<file path="config.mk">
export PLATFORM = sky130hd
export DESIGN_NAME = ouvf_top
export DESIGN_NICKNAME = d
export VERILOG_FILES = /design/src/ouvf_pkg.sv /design/src/ouvf_timer.sv /design/src/ouvf_top.sv
export SDC_FILE = /design/constraint.sdc
export NUM_CORES = 1
export LEC_CHECK = 0
export ABC_CLOCK_PERIOD_IN_PS = 3900
export BUFFER_PORTS_ARGS = -buffer_cell sky130_fd_sc_hd__buf_2
export CAP_MARGIN = 20
export CORE_ASPECT_RATIO = 1.25
export CORE_MARGIN = 2
export CORE_UTILIZATION = 45
export DETAILED_ROUTE_END_ITERATION = 12
export SYNTH_ARGS = -nofsm -noshare
export SYNTH_HDL_FRONTEND = slang
export SYNTH_HIERARCHICAL = 1
export SYNTH_SLANG_ARGS = --single-unit
</file>
<file path="constraint.sdc">
create_clock -name mclk_i -period 3.9 [get_ports mclk_i]
set_clock_uncertainty 0.15 [all_clocks]
set_input_delay 0.195 -clock mclk_i [delete_from_list [all_inputs] [get_ports mclk_i]]
set_output_delay 0.195 -clock mclk_i [all_outputs]
set_load 0.05 [all_outputs]
</file>
<file path="src/ouvf_pkg.sv">
// Package for the output under-voltage fault supervision block
// What this block does
// - Hold a 16-bit unsigned under-voltage fault threshold, exponent -11 volts.
// - Action 00: keep running through an under-voltage fault.
// - Action 01: keep running for the delay, then apply retry setting.
// - Action 10: shut output at once, then apply retry setting.
// - Action 11: output off while fault present, back on when gone.
// - Clear latched fault by bit clear, clear-all, reset, off-on, bias loss.
// - Retry 000: no restart, output stays off until fault cleared.
// - Retry 001 to 110: restart that many times, then stay off.
// - Restart attempts start spaced by 2**field delay units.
// - Retry 111: restart without any count limit.
// - Delay field decodes as 2 to the power of field delay units.
// - Continuous retry stops only on off command, bias loss, other fault.
package ouvf_pkg;
    localparam logic [7:0]  OUVF_THRESH_ADDR   = 8'h44;
    localparam logic [7:0]  OUVF_ACTION_ADDR   = 8'h45;
    localparam logic [15:0] OUVF_THRESH_RESET  = 16'h0000;
    localparam logic [7:0]  OUVF_ACTION_RESET  = 8'h00;
    localparam int          OUVF_VOUT_EXP      = -11;
    localparam logic [2:0]  OUVF_RETRY_NONE    = 3'h0;
    localparam logic [2:0]  OUVF_RETRY_FOREVER = 3'h7;
    localparam int          OUVF_UNIT_NS       = 1000;
    localparam int          OUVF_CLK_NS        = 5;
    localparam int          OUVF_UNIT_CYC      = (OUVF_UNIT_NS + OUVF_CLK_NS - 1) / OUVF_CLK_NS;
    localparam int          OUVF_START_CYC     = 20;

    typedef enum logic [1:0] {
        OUVF_RESP_IGNORE,
        OUVF_RESP_DELAY,
        OUVF_RESP_SHUTDOWN,
        OUVF_RESP_HOLD
    } ouvf_resp_t;

    typedef struct packed {
        ouvf_resp_t  resp;
        logic [2:0]  retries;
        logic [2:0]  delay;
    } ouvf_action_t;

    typedef struct packed {
        logic        wr;
        logic [7:0]  addr;
        logic [15:0] data;
    } ouvf_wr_t;
endpackage

</file>
<file path="src/ouvf_timer.sv">
// Delay timer counting 2**field units of the fault delay time
`timescale 1ns/10ps
`default_nettype none
module ouvf_timer
    import ouvf_pkg::*;
(
    input  wire logic       mclk_i,
    input  wire logic       rst_n_i,
    input  wire logic       start_i,
    input  wire logic [2:0] field_i,
    output logic            done_o
);
    logic [31:0] cnt;
    logic [31:0] next_cnt;
    logic        run;
    logic        next_run;
    logic        next_done;

    // Load 2**field units on start, count down, pulse done at zero
    always_comb begin
        next_cnt  = cnt;
        next_run  = run;
        next_done = 1'b0;
        if (start_i) begin
            next_cnt = ((32'h0000_0001 << field_i) * 32'(OUVF_UNIT_CYC)) - 32'h0000_0001;
            next_run = 1'b1;
        end else if (run) begin
            if (cnt == 32'h0000_0000) begin
                next_run  = 1'b0;
                next_done = 1'b1;
            end else begin
                next_cnt = cnt - 32'h0000_0001;
            end
        end
    end

    always_ff @(posedge mclk_i or negedge rst_n_i) begin
        if (!rst_n_i) begin
            cnt    <= 32'h0000_0000;
            run    <= 1'b0;
            done_o <= 1'b0;
        end else begin
            cnt    <= next_cnt;
            run    <= next_run;
            done_o <= next_done;
        end
    end
endmodule
`default_nettype wire

</file>
<file path="src/ouvf_top.sv">
// Output under-voltage fault supervision with threshold and action registers
`timescale 1ns/10ps
`default_nettype none
module ouvf_top
    import ouvf_pkg::*;
(
    input  wire logic        mclk_i,
    input  wire logic        rst_n_i,
    input  wire logic        reg_wr_i,
    input  wire logic [7:0]  reg_addr_i,
    input  wire logic [15:0] reg_wdata_i,
    output logic      [15:0] reg_rdata_o,
    input  wire logic [15:0] vout_meas_i,
    input  wire logic        fault_bit_clr_i,
    input  wire logic        clear_faults_i,
    input  wire logic        output_on_cmd_i,
    input  wire logic        bias_ok_i,
    input  wire logic        other_fault_i,
    output logic             output_en_o,
    output logic             uv_fault_o,
    output logic             uv_latched_o
);
    typedef enum {ST_RUN, ST_WAIT_DLY, ST_OFF_WAIT, ST_RESTART, ST_HOLD, ST_LATCHED} ouvf_st_t;

    logic         rst_s1, rst_n;
    logic         on_s1, on_s2, bias_s1, bias_s2, oth_s1, oth_s2;
    logic         on_d;
    ouvf_wr_t     wr;
    logic [15:0]  thresh, next_thresh;
    ouvf_action_t act, next_act;
    logic [15:0]  next_rdata;
    ouvf_st_t     st, next_st;
    logic [2:0]   tries, next_tries;
    logic [7:0]   scnt, next_scnt;
    logic         next_en, next_latch, latch;
    logic         tmr_start, tmr_done, uv, clr;

    assign wr = '{wr: reg_wr_i, addr: reg_addr_i, data: reg_wdata_i};

    // Reset released through two flops so removal is glitch free
    always_ff @(posedge mclk_i or negedge rst_n_i) begin
        if (!rst_n_i) begin
            rst_s1 <= 1'b0;
            rst_n  <= 1'b0;
        end else begin
            rst_s1 <= 1'b1;
            rst_n  <= rst_s1;
        end
    end

    // Pin levels synchronised before use
    always_ff @(posedge mclk_i or negedge rst_n) begin
        if (!rst_n) begin
            on_s1   <= 1'b0;
            on_s2   <= 1'b0;
            bias_s1 <= 1'b0;
            bias_s2 <= 1'b0;
            oth_s1  <= 1'b0;
            oth_s2  <= 1'b0;
            on_d    <= 1'b0;
        end else begin
            on_s1   <= output_on_cmd_i;
            on_s2   <= on_s1;
            bias_s1 <= bias_ok_i;
            bias_s2 <= bias_s1;
            oth_s1  <= other_fault_i;
            oth_s2  <= oth_s1;
            on_d    <= on_s2;
        end
    end

    // Measurement comes from on-chip logic on this clock; threshold is Vout mode
    assign uv = vout_meas_i < thresh;
    // Any clear source; an off-to-on edge of the command counts as a clear
    assign clr = fault_bit_clr_i | clear_faults_i | (on_s2 & ~on_d) | ~bias_s2;

    // Register writes and readback
    always_comb begin
        next_thresh = thresh;
        next_act    = act;
        if (wr.wr && wr.addr == OUVF_THRESH_ADDR) begin
            next_thresh = wr.data;
        end else if (wr.wr && wr.addr == OUVF_ACTION_ADDR) begin
            next_act = ouvf_action_t'(wr.data[7:0]);
        end
        if (reg_addr_i == OUVF_THRESH_ADDR) begin
            next_rdata = thresh;
        end else if (reg_addr_i == OUVF_ACTION_ADDR) begin
            next_rdata = {8'h00, act};
        end else begin
            next_rdata = 16'h0000;
        end
    end

    always_ff @(posedge mclk_i or negedge rst_n) begin
        if (!rst_n) begin
            thresh      <= OUVF_THRESH_RESET;
            act         <= ouvf_action_t'(OUVF_ACTION_RESET);
            reg_rdata_o <= 16'h0000;
        end else begin
            thresh      <= next_thresh;
            act         <= next_act;
            reg_rdata_o <= next_rdata;
        end
    end

    ouvf_timer u_timer (
        .mclk_i  (mclk_i),
        .rst_n_i (rst_n),
        .start_i (tmr_start),
        .field_i (act.delay),
        .done_o  (tmr_done)
    );

    // Response sequencer
    always_comb begin
        next_st    = st;
        next_tries = tries;
        next_scnt  = scnt;
        next_latch = latch;
        tmr_start  = 1'b0;
        next_en    = output_en_o;
        case (st)
            ST_RUN: begin
                next_en = 1'b1;
                if (uv) begin
                    next_latch = 1'b1;
                    next_tries = 3'h0;
                    case (act.resp)
                        OUVF_RESP_IGNORE: next_st = ST_RUN;
                        OUVF_RESP_DELAY: begin
                            tmr_start = 1'b1;
                            next_st   = ST_WAIT_DLY;
                        end
                        OUVF_RESP_SHUTDOWN: begin
                            next_en = 1'b0;
                            if (act.retries == OUVF_RETRY_NONE) begin
                                next_st = ST_LATCHED;
                            end else begin
                                tmr_start = 1'b1;
                                next_st   = ST_OFF_WAIT;
                            end
                        end
                        default: begin
                            next_en = 1'b0;
                            next_st = ST_HOLD;
                        end
                    endcase
                end
            end
            ST_WAIT_DLY: begin
                if (!uv) begin
                    next_st = ST_RUN;
                end else if (tmr_done) begin
                    next_en = 1'b0;
                    if (act.retries == OUVF_RETRY_NONE) begin
                        next_st = ST_LATCHED;
                    end else begin
                        tmr_start = 1'b1;
                        next_st   = ST_OFF_WAIT;
                    end
                end
            end
            ST_OFF_WAIT: begin
                next_en = 1'b0;
                if (tmr_done) begin
                    next_en    = 1'b1;
                    next_tries = tries + 3'h1;
                    // Timer reloads at each attempt so attempt starts sit one delay apart
                    tmr_start  = 1'b1;
                    next_scnt  = 8'(OUVF_START_CYC);
                    next_st    = ST_RESTART;
                end
            end
            ST_RESTART: begin
                // Soft start settles before judging; settle must stay below one delay unit
                if (scnt != 8'h00) begin
                    next_scnt = scnt - 8'h01;
                end else if (!uv) begin
                    next_st = ST_RUN;
                end else begin
                    next_en = 1'b0;
                    if (act.retries == OUVF_RETRY_FOREVER || tries < act.retries) begin
                        // Off time is what is left of the delay begun at this attempt
                        next_st = ST_OFF_WAIT;
                    end else begin
                        next_st = ST_LATCHED;
                    end
                end
            end
            ST_HOLD: begin
                next_en = 1'b0;
                if (!uv) begin
                    next_en = 1'b1;
                    next_st = ST_RUN;
                end
            end
            default: begin
                next_en = 1'b0;
                if (clr) begin
                    next_st = ST_RUN;
                end
            end
        endcase
        // Off command, bias loss or another fault ends any retry cycle
        if (!on_s2 || !bias_s2 || oth_s2) begin
            next_en   = 1'b0;
            next_st   = (st == ST_RUN || st == ST_LATCHED) ? st : ST_LATCHED;
            tmr_start = 1'b0;
        end
        // Bias loss is itself a clear, so the sequencer comes back in run state
        if (!bias_s2) begin
            next_st = ST_RUN;
        end
        // A new fault in the clearing cycle wins over the clear
        if (clr && !(uv && st == ST_RUN)) begin
            next_latch = 1'b0;
        end
    end

    always_ff @(posedge mclk_i or negedge rst_n) begin
        if (!rst_n) begin
            st           <= ST_RUN;
            tries        <= 3'h0;
            scnt         <= 8'h00;
            latch        <= 1'b0;
            output_en_o  <= 1'b0;
            uv_fault_o   <= 1'b0;
            uv_latched_o <= 1'b0;
        end else begin
            st           <= next_st;
            tries        <= next_tries;
            scnt         <= next_scnt;
            latch        <= next_latch;
            output_en_o  <= next_en & on_s2 & bias_s2;
            uv_fault_o   <= uv;
            uv_latched_o <= next_latch;
        end
    end
endmodule
`default_nettype wire

</file>
# Yosys cells after proc, flatten, opt, wreduce, memory -nomap -nowiden
# Index checks and enable logic that the tools add are counted.
[totals] ff_bits=129 latch_bits=0 ram_bits=0 mem_bits_ro=0 out_inout_bits=19 wordCells=142 n_memories=0
[op_classes] add_sub_neg=4 multipliers=1 n_div=0 n_lt_le_gt_ge=2 eq_ne=21 shifts=1 n_mux=52 bitwise=9 reduce_logical=29
[op_table] op="2-to-1 mux 32 bit" count=13
[op_table] op="one-hot mux 32 bit (5 select lines)" count=1
[op_table] op="logical NOT 32 bit" count=3
[op_table] op="== test 32 x 2 -> 1 bit, second input constant" count=2
[op_table] op="subtractor 32 x 1 -> 32 bit, second input constant" count=2
[op_table] op="== test 32 x 1 -> 1 bit, second input constant" count=1
[op_table] op="== test 32 x 3 -> 1 bit, second input constant" count=1
[op_table] op="== test 32 x 4 -> 1 bit, second input constant" count=1
[op_table] op="multiplier 32 x 5 -> 29 bit, second input constant" count=1
[op_table] op="<< shifter 1 x 3 -> 32 bit, first input constant" count=1
[op_table] op="2-to-1 mux 8 bit" count=3
[op_table] op="2-to-1 mux 1 bit" count=23
[op_table] op="== test 8 x 7 -> 1 bit, second input constant" count=2
[op_table] op="< comparator 16 bit" count=1
[op_table] op="2-to-1 mux 16 bit" count=1
[op_table] op="one-hot mux 8 bit (2 select lines)" count=1
[op_table] op="2-to-1 mux 3 bit" count=5
[op_table] op="inequality test 4 bit, second input constant" count=3
[op_table] op="nonzero test 2 bit" count=5
[op_table] op="one-hot mux 3 bit (3 select lines)" count=1
[op_table] op="inequality test 8 x 1 -> 1 bit, second input constant" count=1
[op_table] op="nonzero test 8 bit" count=1
[op_table] op="subtractor 8 x 1 -> 8 bit, second input constant" count=1
[op_table] op="AND reduction 7 bit" count=1
[op_table] op="other kinds (25)" count=44

# Depth between registers and ports, before layout
[depth] ltp_word=8 depth_mapped=17 mapped_depth_nobuf=15

# Modules after synthesis
# Netlist, hierarchy kept.
[by_module_without_submodules] module="ouvf_top" n_inst=1 cells_per_inst=311 area_per_inst_um2=3420.8 seq_area_each_um2=1651.6
[by_module_without_submodules] module="ouvf_timer" n_inst=1 cells_per_inst=348 area_per_inst_um2=3036.7 seq_area_each_um2=850.8

# Least setup slack after synthesis
# No wires, ideal clock.
[synth_path] path_type="register to register" startpoint="register act[2] in the netlist's numbering" endpoint="register u_timer.cnt[23]" t_arrival_ns=4.179 t_required_ns=3.667 setup_slack_ns=-0.512 path_stages_with_launch=17 n_path_buf=3 cell_sequence="dfrtp_1 > clkbuf_1 > nor3b_1 > inv_1 > ha_1 > ha_1 > ha_1 > inv_1 > fa_1 > nor2b_1 > o2111ai_1 > a21boi_0 > o22ai_1 > or4b_1 > clkbuf_1 > clkbuf_1 > o22ai_1"
[synth_via] elab_chain_len=4
[synth_rtl] element="start, declared" line="ouvf_top.sv:30" source="ouvf_action_t act, next_act;"
[synth_rtl] element="start signal, assigned" line="ouvf_top.sv:98" source="act <= ouvf_action_t'(OUVF_ACTION_RESET);"
[synth_rtl] element="start signal, assigned" line="ouvf_top.sv:102" source="act <= next_act;"
[synth_rtl] element="<< shifter 1 x 3 -> 32 bit" line="ouvf_timer.sv:25" source="next_cnt = ((32'h0000_0001 << field_i) * 32'(OUVF_UNIT_CYC)) - 32'h0000_0001;"
[synth_rtl] element="multiplier 32 x 5 -> 29 bit" line="ouvf_timer.sv:25"
[synth_rtl] element="subtractor 32 x 1 -> 32 bit" line="ouvf_timer.sv:25"
[synth_rtl] element="2-to-1 mux 32 bit" line="ouvf_timer.sv:24" source="if (start_i) begin"
[synth_rtl] element="end signal, assigned" line="ouvf_timer.sv:43" source="cnt <= next_cnt;"
[synth_rtl] element="end, declared" line="ouvf_timer.sv:13" source="logic [31:0] cnt;"
# Every way passes these cells.
# A chain may end at the register's enable or synchronous reset.

# Worst setup path after layout
[layout_path] startpoint="register act[2] in the netlist's numbering" endpoint="register u_timer.cnt[21]"
# Same word-level chain as after synthesis.

==> results list <==
- Run status: complete, no violations
- Number of buffer and inverter instances along the worst setup path: 3
- Final period utilization: 99.7%
- Transition time at the pin with the least slew margin: 1.08 ns
- Critical path cell sequence: buf_6 -> nor3b_4 -> inv_2 -> ha_4 -> ha_4 -> fa_2 -> ha_4 -> nor2b_4 -> o2111ai_4 -> nand4_1 -> nor3b_1 -> or4b_4 -> buf_8 -> o22ai_2
* Final Hold Violating Endpoints: 0
- For this run, the share of the core covered by cells in the final layout is 58.7%.
- The filler cells instantiated in the layout total 1258.
- The cell count after synthesis came out at 659.
- Core Footprint: 0.0139 mm^2
- Post-synthesis sequential area ratio: 38.8%
- Yosys mapped a number of flops with a built-in enable equal to 0.
- Yosys attributes the largest share of cell area to sky130_fd_sc_hd__dfrtp_1 39%, sky130_fd_sc_hd__ha_1 11%, sky130_fd_sc_hd__xnor2_1 3.8%.
* Capturing element type of the critical path: flip-flop
- In this run the critical register-to-register path is captured at u_timer/cnt[21].
- The number of global-route vias before repair came to 5413.
- Worst rel slew slack: 27.4%
* Number of rows in the core area: 48
- Synth warn: 6
- The total overflow left after global routing is 0.
- Largest delay contributor family on the critical path: simple AND/OR/NAND/NOR gates
* Synthesized-area fraction occupied by ao, oa, aoi and oai cells: 13.5%
* Xor and xnor area share after synthesis: 5.02%
- In the routed layout, each cell is associated on average with a via count of 5.57.
- Req. time, crit path: 4.02 ns
- Net count reported at finish: 883
* Horizontal die dimension: 111 um
- Worst-Skew Late Latency: 0.35 ns
- The initial utilization of the core area, before any placement, comes to 46.3%.
- Including well taps, the total number of placed cells is 901.
- Counting distinct cell types in the post-synthesis netlist gives 75.
* Number of H-tree levels: 3
- Clock Sink Count: 100
- Number of vias in the routed layout: 5323
- In the routed design, unresolved DRC markers number 0.
- For this design, the slowest cell found on the critical path is sky130_fd_sc_hd__or4b_4.
- Setup repair after global routing could not meet its margin everywhere.
- Of the total synthesized cell area, the portion taken by AND, OR, NAND and NOR gates is 19.9%.
- The routed design uses 8.13 mm of met2 wire.
* Number of antenna violations at the first check in global routing: 0
- The critical path is of the flip-flop to flip-flop type.
* Pin count of the biggest net entering global routing: 60
* Leakage power figure: 3.58 nW
* Post-detail-place hpwl: 11.0 mm
- Max Clock Freq: 257 MHz
* Crit path time final: 3.89 ns
* Number of pins exceeding their max-slew limit in the final report: 0
- The longest clock path from root to sink contains 2 buffers.
* Critical Path Most Common Cell: sky130_fd_sc_hd__ha_4
- Setup slack of the most critical reg-to-reg path: 0.01 ns
- Dpl cell area: 0.00723 mm^2
* Ports: 67
- The congestion estimate from routability-driven global placement came to 0.862.
* Fraction of final layout cells sized beyond drive strength 1: 30.5%
* Dominant register cell in the synthesized netlist: sky130_fd_sc_hd__dfrtp_1
- The top cell type by area accounts for 38.8% of the synthesized area.
- The floorplan step set the die height to 138 um.
- In the post-route analysis, the smallest setup slack over all paths is 0.0119 ns.
- Main combinational cell family by area after synthesis: simple AND/OR/NAND/NOR gates
- Final-report setup violation count: 0
* Floorplan die area: 0.0153 mm^2
* Wire length of the first global-routing pass: 25.3 mm
* Max incr delay on CP: 0.58 ns
- Reg-to-reg startpoint: act[2]
- The finished layout holds 956 standard cells, fillers aside.
- Counting the buffers created by CTS gives 9.
- The portion of synthesized area spent on multiplexers is 6.34%.
- Number of nets with antenna violations after detailed routing: 0
- After Yosys synthesis, full adders, half adders and majority gates account for 11.8% of the synthesized area.
- Type of origin of the critical path: flip-flop
- Detailed-routed wire length on met3: 406 um
- Worst slack, placed: -0.103 ns
* Drt first-iter violations: 267
- For this run, the total global-route usage over all layers was measured as 20.2%.
- CTS tree: built
- Counting cells, the worst reg-to-reg path comes to 14.
* Flop and latch count out of synthesis: 100
* Clock root buffer master: sky130_fd_sc_hd__clkbuf_16
- M1 WL: 6.42 mm
- Summing all flip-flop and latch instances after layout gives 0.00251 mm^2.
* Finished Cell Area: 0.00818 mm^2
- In the final routed layout, each cell accounts on average for 16.0 um.
- Summing all multi-input logic gate instances after layout gives 0.00407 mm^2.
* Uppermost layer routed: met4
* # port buffers: 66
- For the worst setup path, the data arrival time is 4.00 ns.
- After detailed routing, the total wire length is 15.3 mm.
* Post-Synthesis Cell Area: 0.00646 mm^2
- VDD sags by at most 0.267 mV.
* Post-synthesis cell type with the largest combined area: sky130_fd_sc_hd__dfrtp_1
* Layout overhead on the synthesized area: 26.7%
- In this run the worst path has a maximum fanout of 8.
* Share of flip-flops with an asynchronous set or reset: 100%
- Across the run, the number of max-cap violations was 0.
- Antenna cells: 0
- Synthesized area per cell: 9.80 um^2
* Detailed-routing iteration count for the pre-antenna-repair pass: 5
- Clock-pin slew was measured on the worst setup and hold paths at 0.07 ns.
- Hold WC Path Type: input port to asynchronous set/reset pin
* Power density of the placed cells: 334 mW/mm^2
worst register-to-register path, delay by kind of cell (launching register included):
kind | cells | cell delay, ns
AOI/OAI and AO/OA | 2 | 0.37
DFF | 1 | 0.43
buffers and inverters | 3 | 0.43
and+or+nand+nor | 5 | 1.25
adders and majority gates | 4 | 1.18
kinds of logic after synthesis:
group	after synthesis
AO/OA/AOI/OAI	125
multiplexers	37
XOR/XNOR	37
flip-flops	100
AND/OR/NAND/NOR	228
adder cells (fa/ha/maj)	59
other	2
buffers and inverters	71
placed cells by master, fill, tap and decap left out, types with 4 or more instances in the layout:
cell type	count
sky130_fd_sc_hd__nor3_1	40
sky130_fd_sc_hd__buf_2	66
sky130_fd_sc_hd__nor2_1	37
sky130_fd_sc_hd__ha_4	11
sky130_fd_sc_hd__nand3_1	13
sky130_fd_sc_hd__nand2_1	36
sky130_fd_sc_hd__a21oi_1	17
sky130_fd_sc_hd__mux2i_1	15
sky130_fd_sc_hd__dlygate4sd3_1	20
sky130_fd_sc_hd__mux2_2	21
sky130_fd_sc_hd__or3_1	10
sky130_fd_sc_hd__nand4_1	8
sky130_fd_sc_hd__or2_2	5
sky130_fd_sc_hd__inv_2	5
sky130_fd_sc_hd__nor4_1	13
sky130_fd_sc_hd__nand2b_1	10
sky130_fd_sc_hd__xnor2_1	28
sky130_fd_sc_hd__o22ai_2	11
sky130_fd_sc_hd__o31ai_1	6
sky130_fd_sc_hd__or4_1	5
sky130_fd_sc_hd__xor2_1	9
sky130_fd_sc_hd__dfrtp_1	96
sky130_fd_sc_hd__inv_1	39
sky130_fd_sc_hd__o21ai_0	28
sky130_fd_sc_hd__a21o_1	4
sky130_fd_sc_hd__o21a_1	8
sky130_fd_sc_hd__ha_1	44
sky130_fd_sc_hd__a211oi_1	5
sky130_fd_sc_hd__clkbuf_16	9
sky130_fd_sc_hd__nand2_2	4
sky130_fd_sc_hd__nor2b_1	5
sky130_fd_sc_hd__buf_4	42
state kept, by name (all words and copies together), names as in the netlist:
signal and count:
act 8, output_en_o 1, uv_fault_o 1, rst_s1 1, bias_s2 1, u_timer/cnt 32, scnt 8, oth_s1 1
on_s1 1, u_timer/run 1, u_timer/done_o 1, thresh 16, on_s2 1, on_d 1, latch 1, st 3
reg_rdata_o 16, oth_s2 1, rst_n 1, tries 3, bias_s1 1
synth_stat cells (4+ instances only):
cell,n
sky130_fd_sc_hd__a211oi_1,5
sky130_fd_sc_hd__a21boi_0,4
sky130_fd_sc_hd__a21o_1,5
sky130_fd_sc_hd__a21oi_1,19
sky130_fd_sc_hd__buf_2,4
sky130_fd_sc_hd__clkbuf_1,19
sky130_fd_sc_hd__dfrtp_1,100
sky130_fd_sc_hd__ha_1,56
sky130_fd_sc_hd__inv_1,44
sky130_fd_sc_hd__mux2_2,21
sky130_fd_sc_hd__mux2i_1,15
sky130_fd_sc_hd__nand2_1,37
sky130_fd_sc_hd__nand2b_1,11
sky130_fd_sc_hd__nand3_1,13
sky130_fd_sc_hd__nand4_1,8
sky130_fd_sc_hd__nor2_1,39
sky130_fd_sc_hd__nor2b_1,8
sky130_fd_sc_hd__nor3_1,42
sky130_fd_sc_hd__nor4_1,13
sky130_fd_sc_hd__o21a_1,8
sky130_fd_sc_hd__o21ai_0,31
sky130_fd_sc_hd__o22ai_1,15
sky130_fd_sc_hd__o31ai_1,6
sky130_fd_sc_hd__or2_2,6
sky130_fd_sc_hd__or3_1,12
sky130_fd_sc_hd__or4_1,5
sky130_fd_sc_hd__xnor2_1,28
sky130_fd_sc_hd__xor2_1,9
layout make-up:
class,count,area share [%]
Clock buffer,12,3.26
Clock inverter,4,0.657
Inverter,44,2.02
Multi-Input combinational cell,489,49.8
Sequential cell,100,30.7
Tap cell,175,2.68
Timing Repair Buffer,132,10.9
repair_timing:
item / CTS / global route
hold buffers: 20 / 0
buffers inserted: 2 / 16
cloned: 1 / 0
hold endpoints to repair: 29 / 0
gates resized for setup: 12 / 48
setup endpoints to repair: 16 / 19
pin swaps: 3 / 27
per-stage QoR:
step / power [mW] / hold slack, ns / TNS (ns)
after floorplan: 1.63 / -0.251 / 0
after global placement: 1.74 / -0.170 / -0.202
after detailed placement: 1.75 / -0.165 / -1.16
after CTS: 2.73 / 0.00722 / 0
after global routing: 2.88 / 0.0218 / -1.27
final: 2.73 / 0.00994 / 0
power breakdown:
part | internal (mW) | switching, mW | total [mW]
clock | 0.552 | 0.395 | 0.947
combinational | 0.272 | 0.323 | 0.595
sequential | 1.10 | 0.0884 | 1.19
total | 1.93 | 0.807 | 2.73
per-layer routing:
| metal | global-route usage (%) | vias up |
|---|---|---|
| li1 | - | 2604 |
| met1 | 23.6 | 2618 |
| met2 | 38.4 | 78 |
| met3 | 2.62 | 23 |
| met4 | 7.06 | 0 |
| met5 | 0 | - |
worst max-delay path by stage:
stage	start	endpoint	slack, ns	cells after the start
after detailed placement	act[2]	u_timer/cnt[27]	-0.10	15
final	act[2]	u_timer/cnt[21]	0.01	14
after global routing	act[2]	u_timer/cnt[21]	-0.1	15
after CTS	act[1]	u_timer/cnt[25]	0.006	14
after floorplan	act[2]	u_timer/cnt[23]	0.001	16
after global placement	act[2]	u_timer/cnt[29]	-0.02	15
No activity file was read; power rests on OpenSTA's default activity.
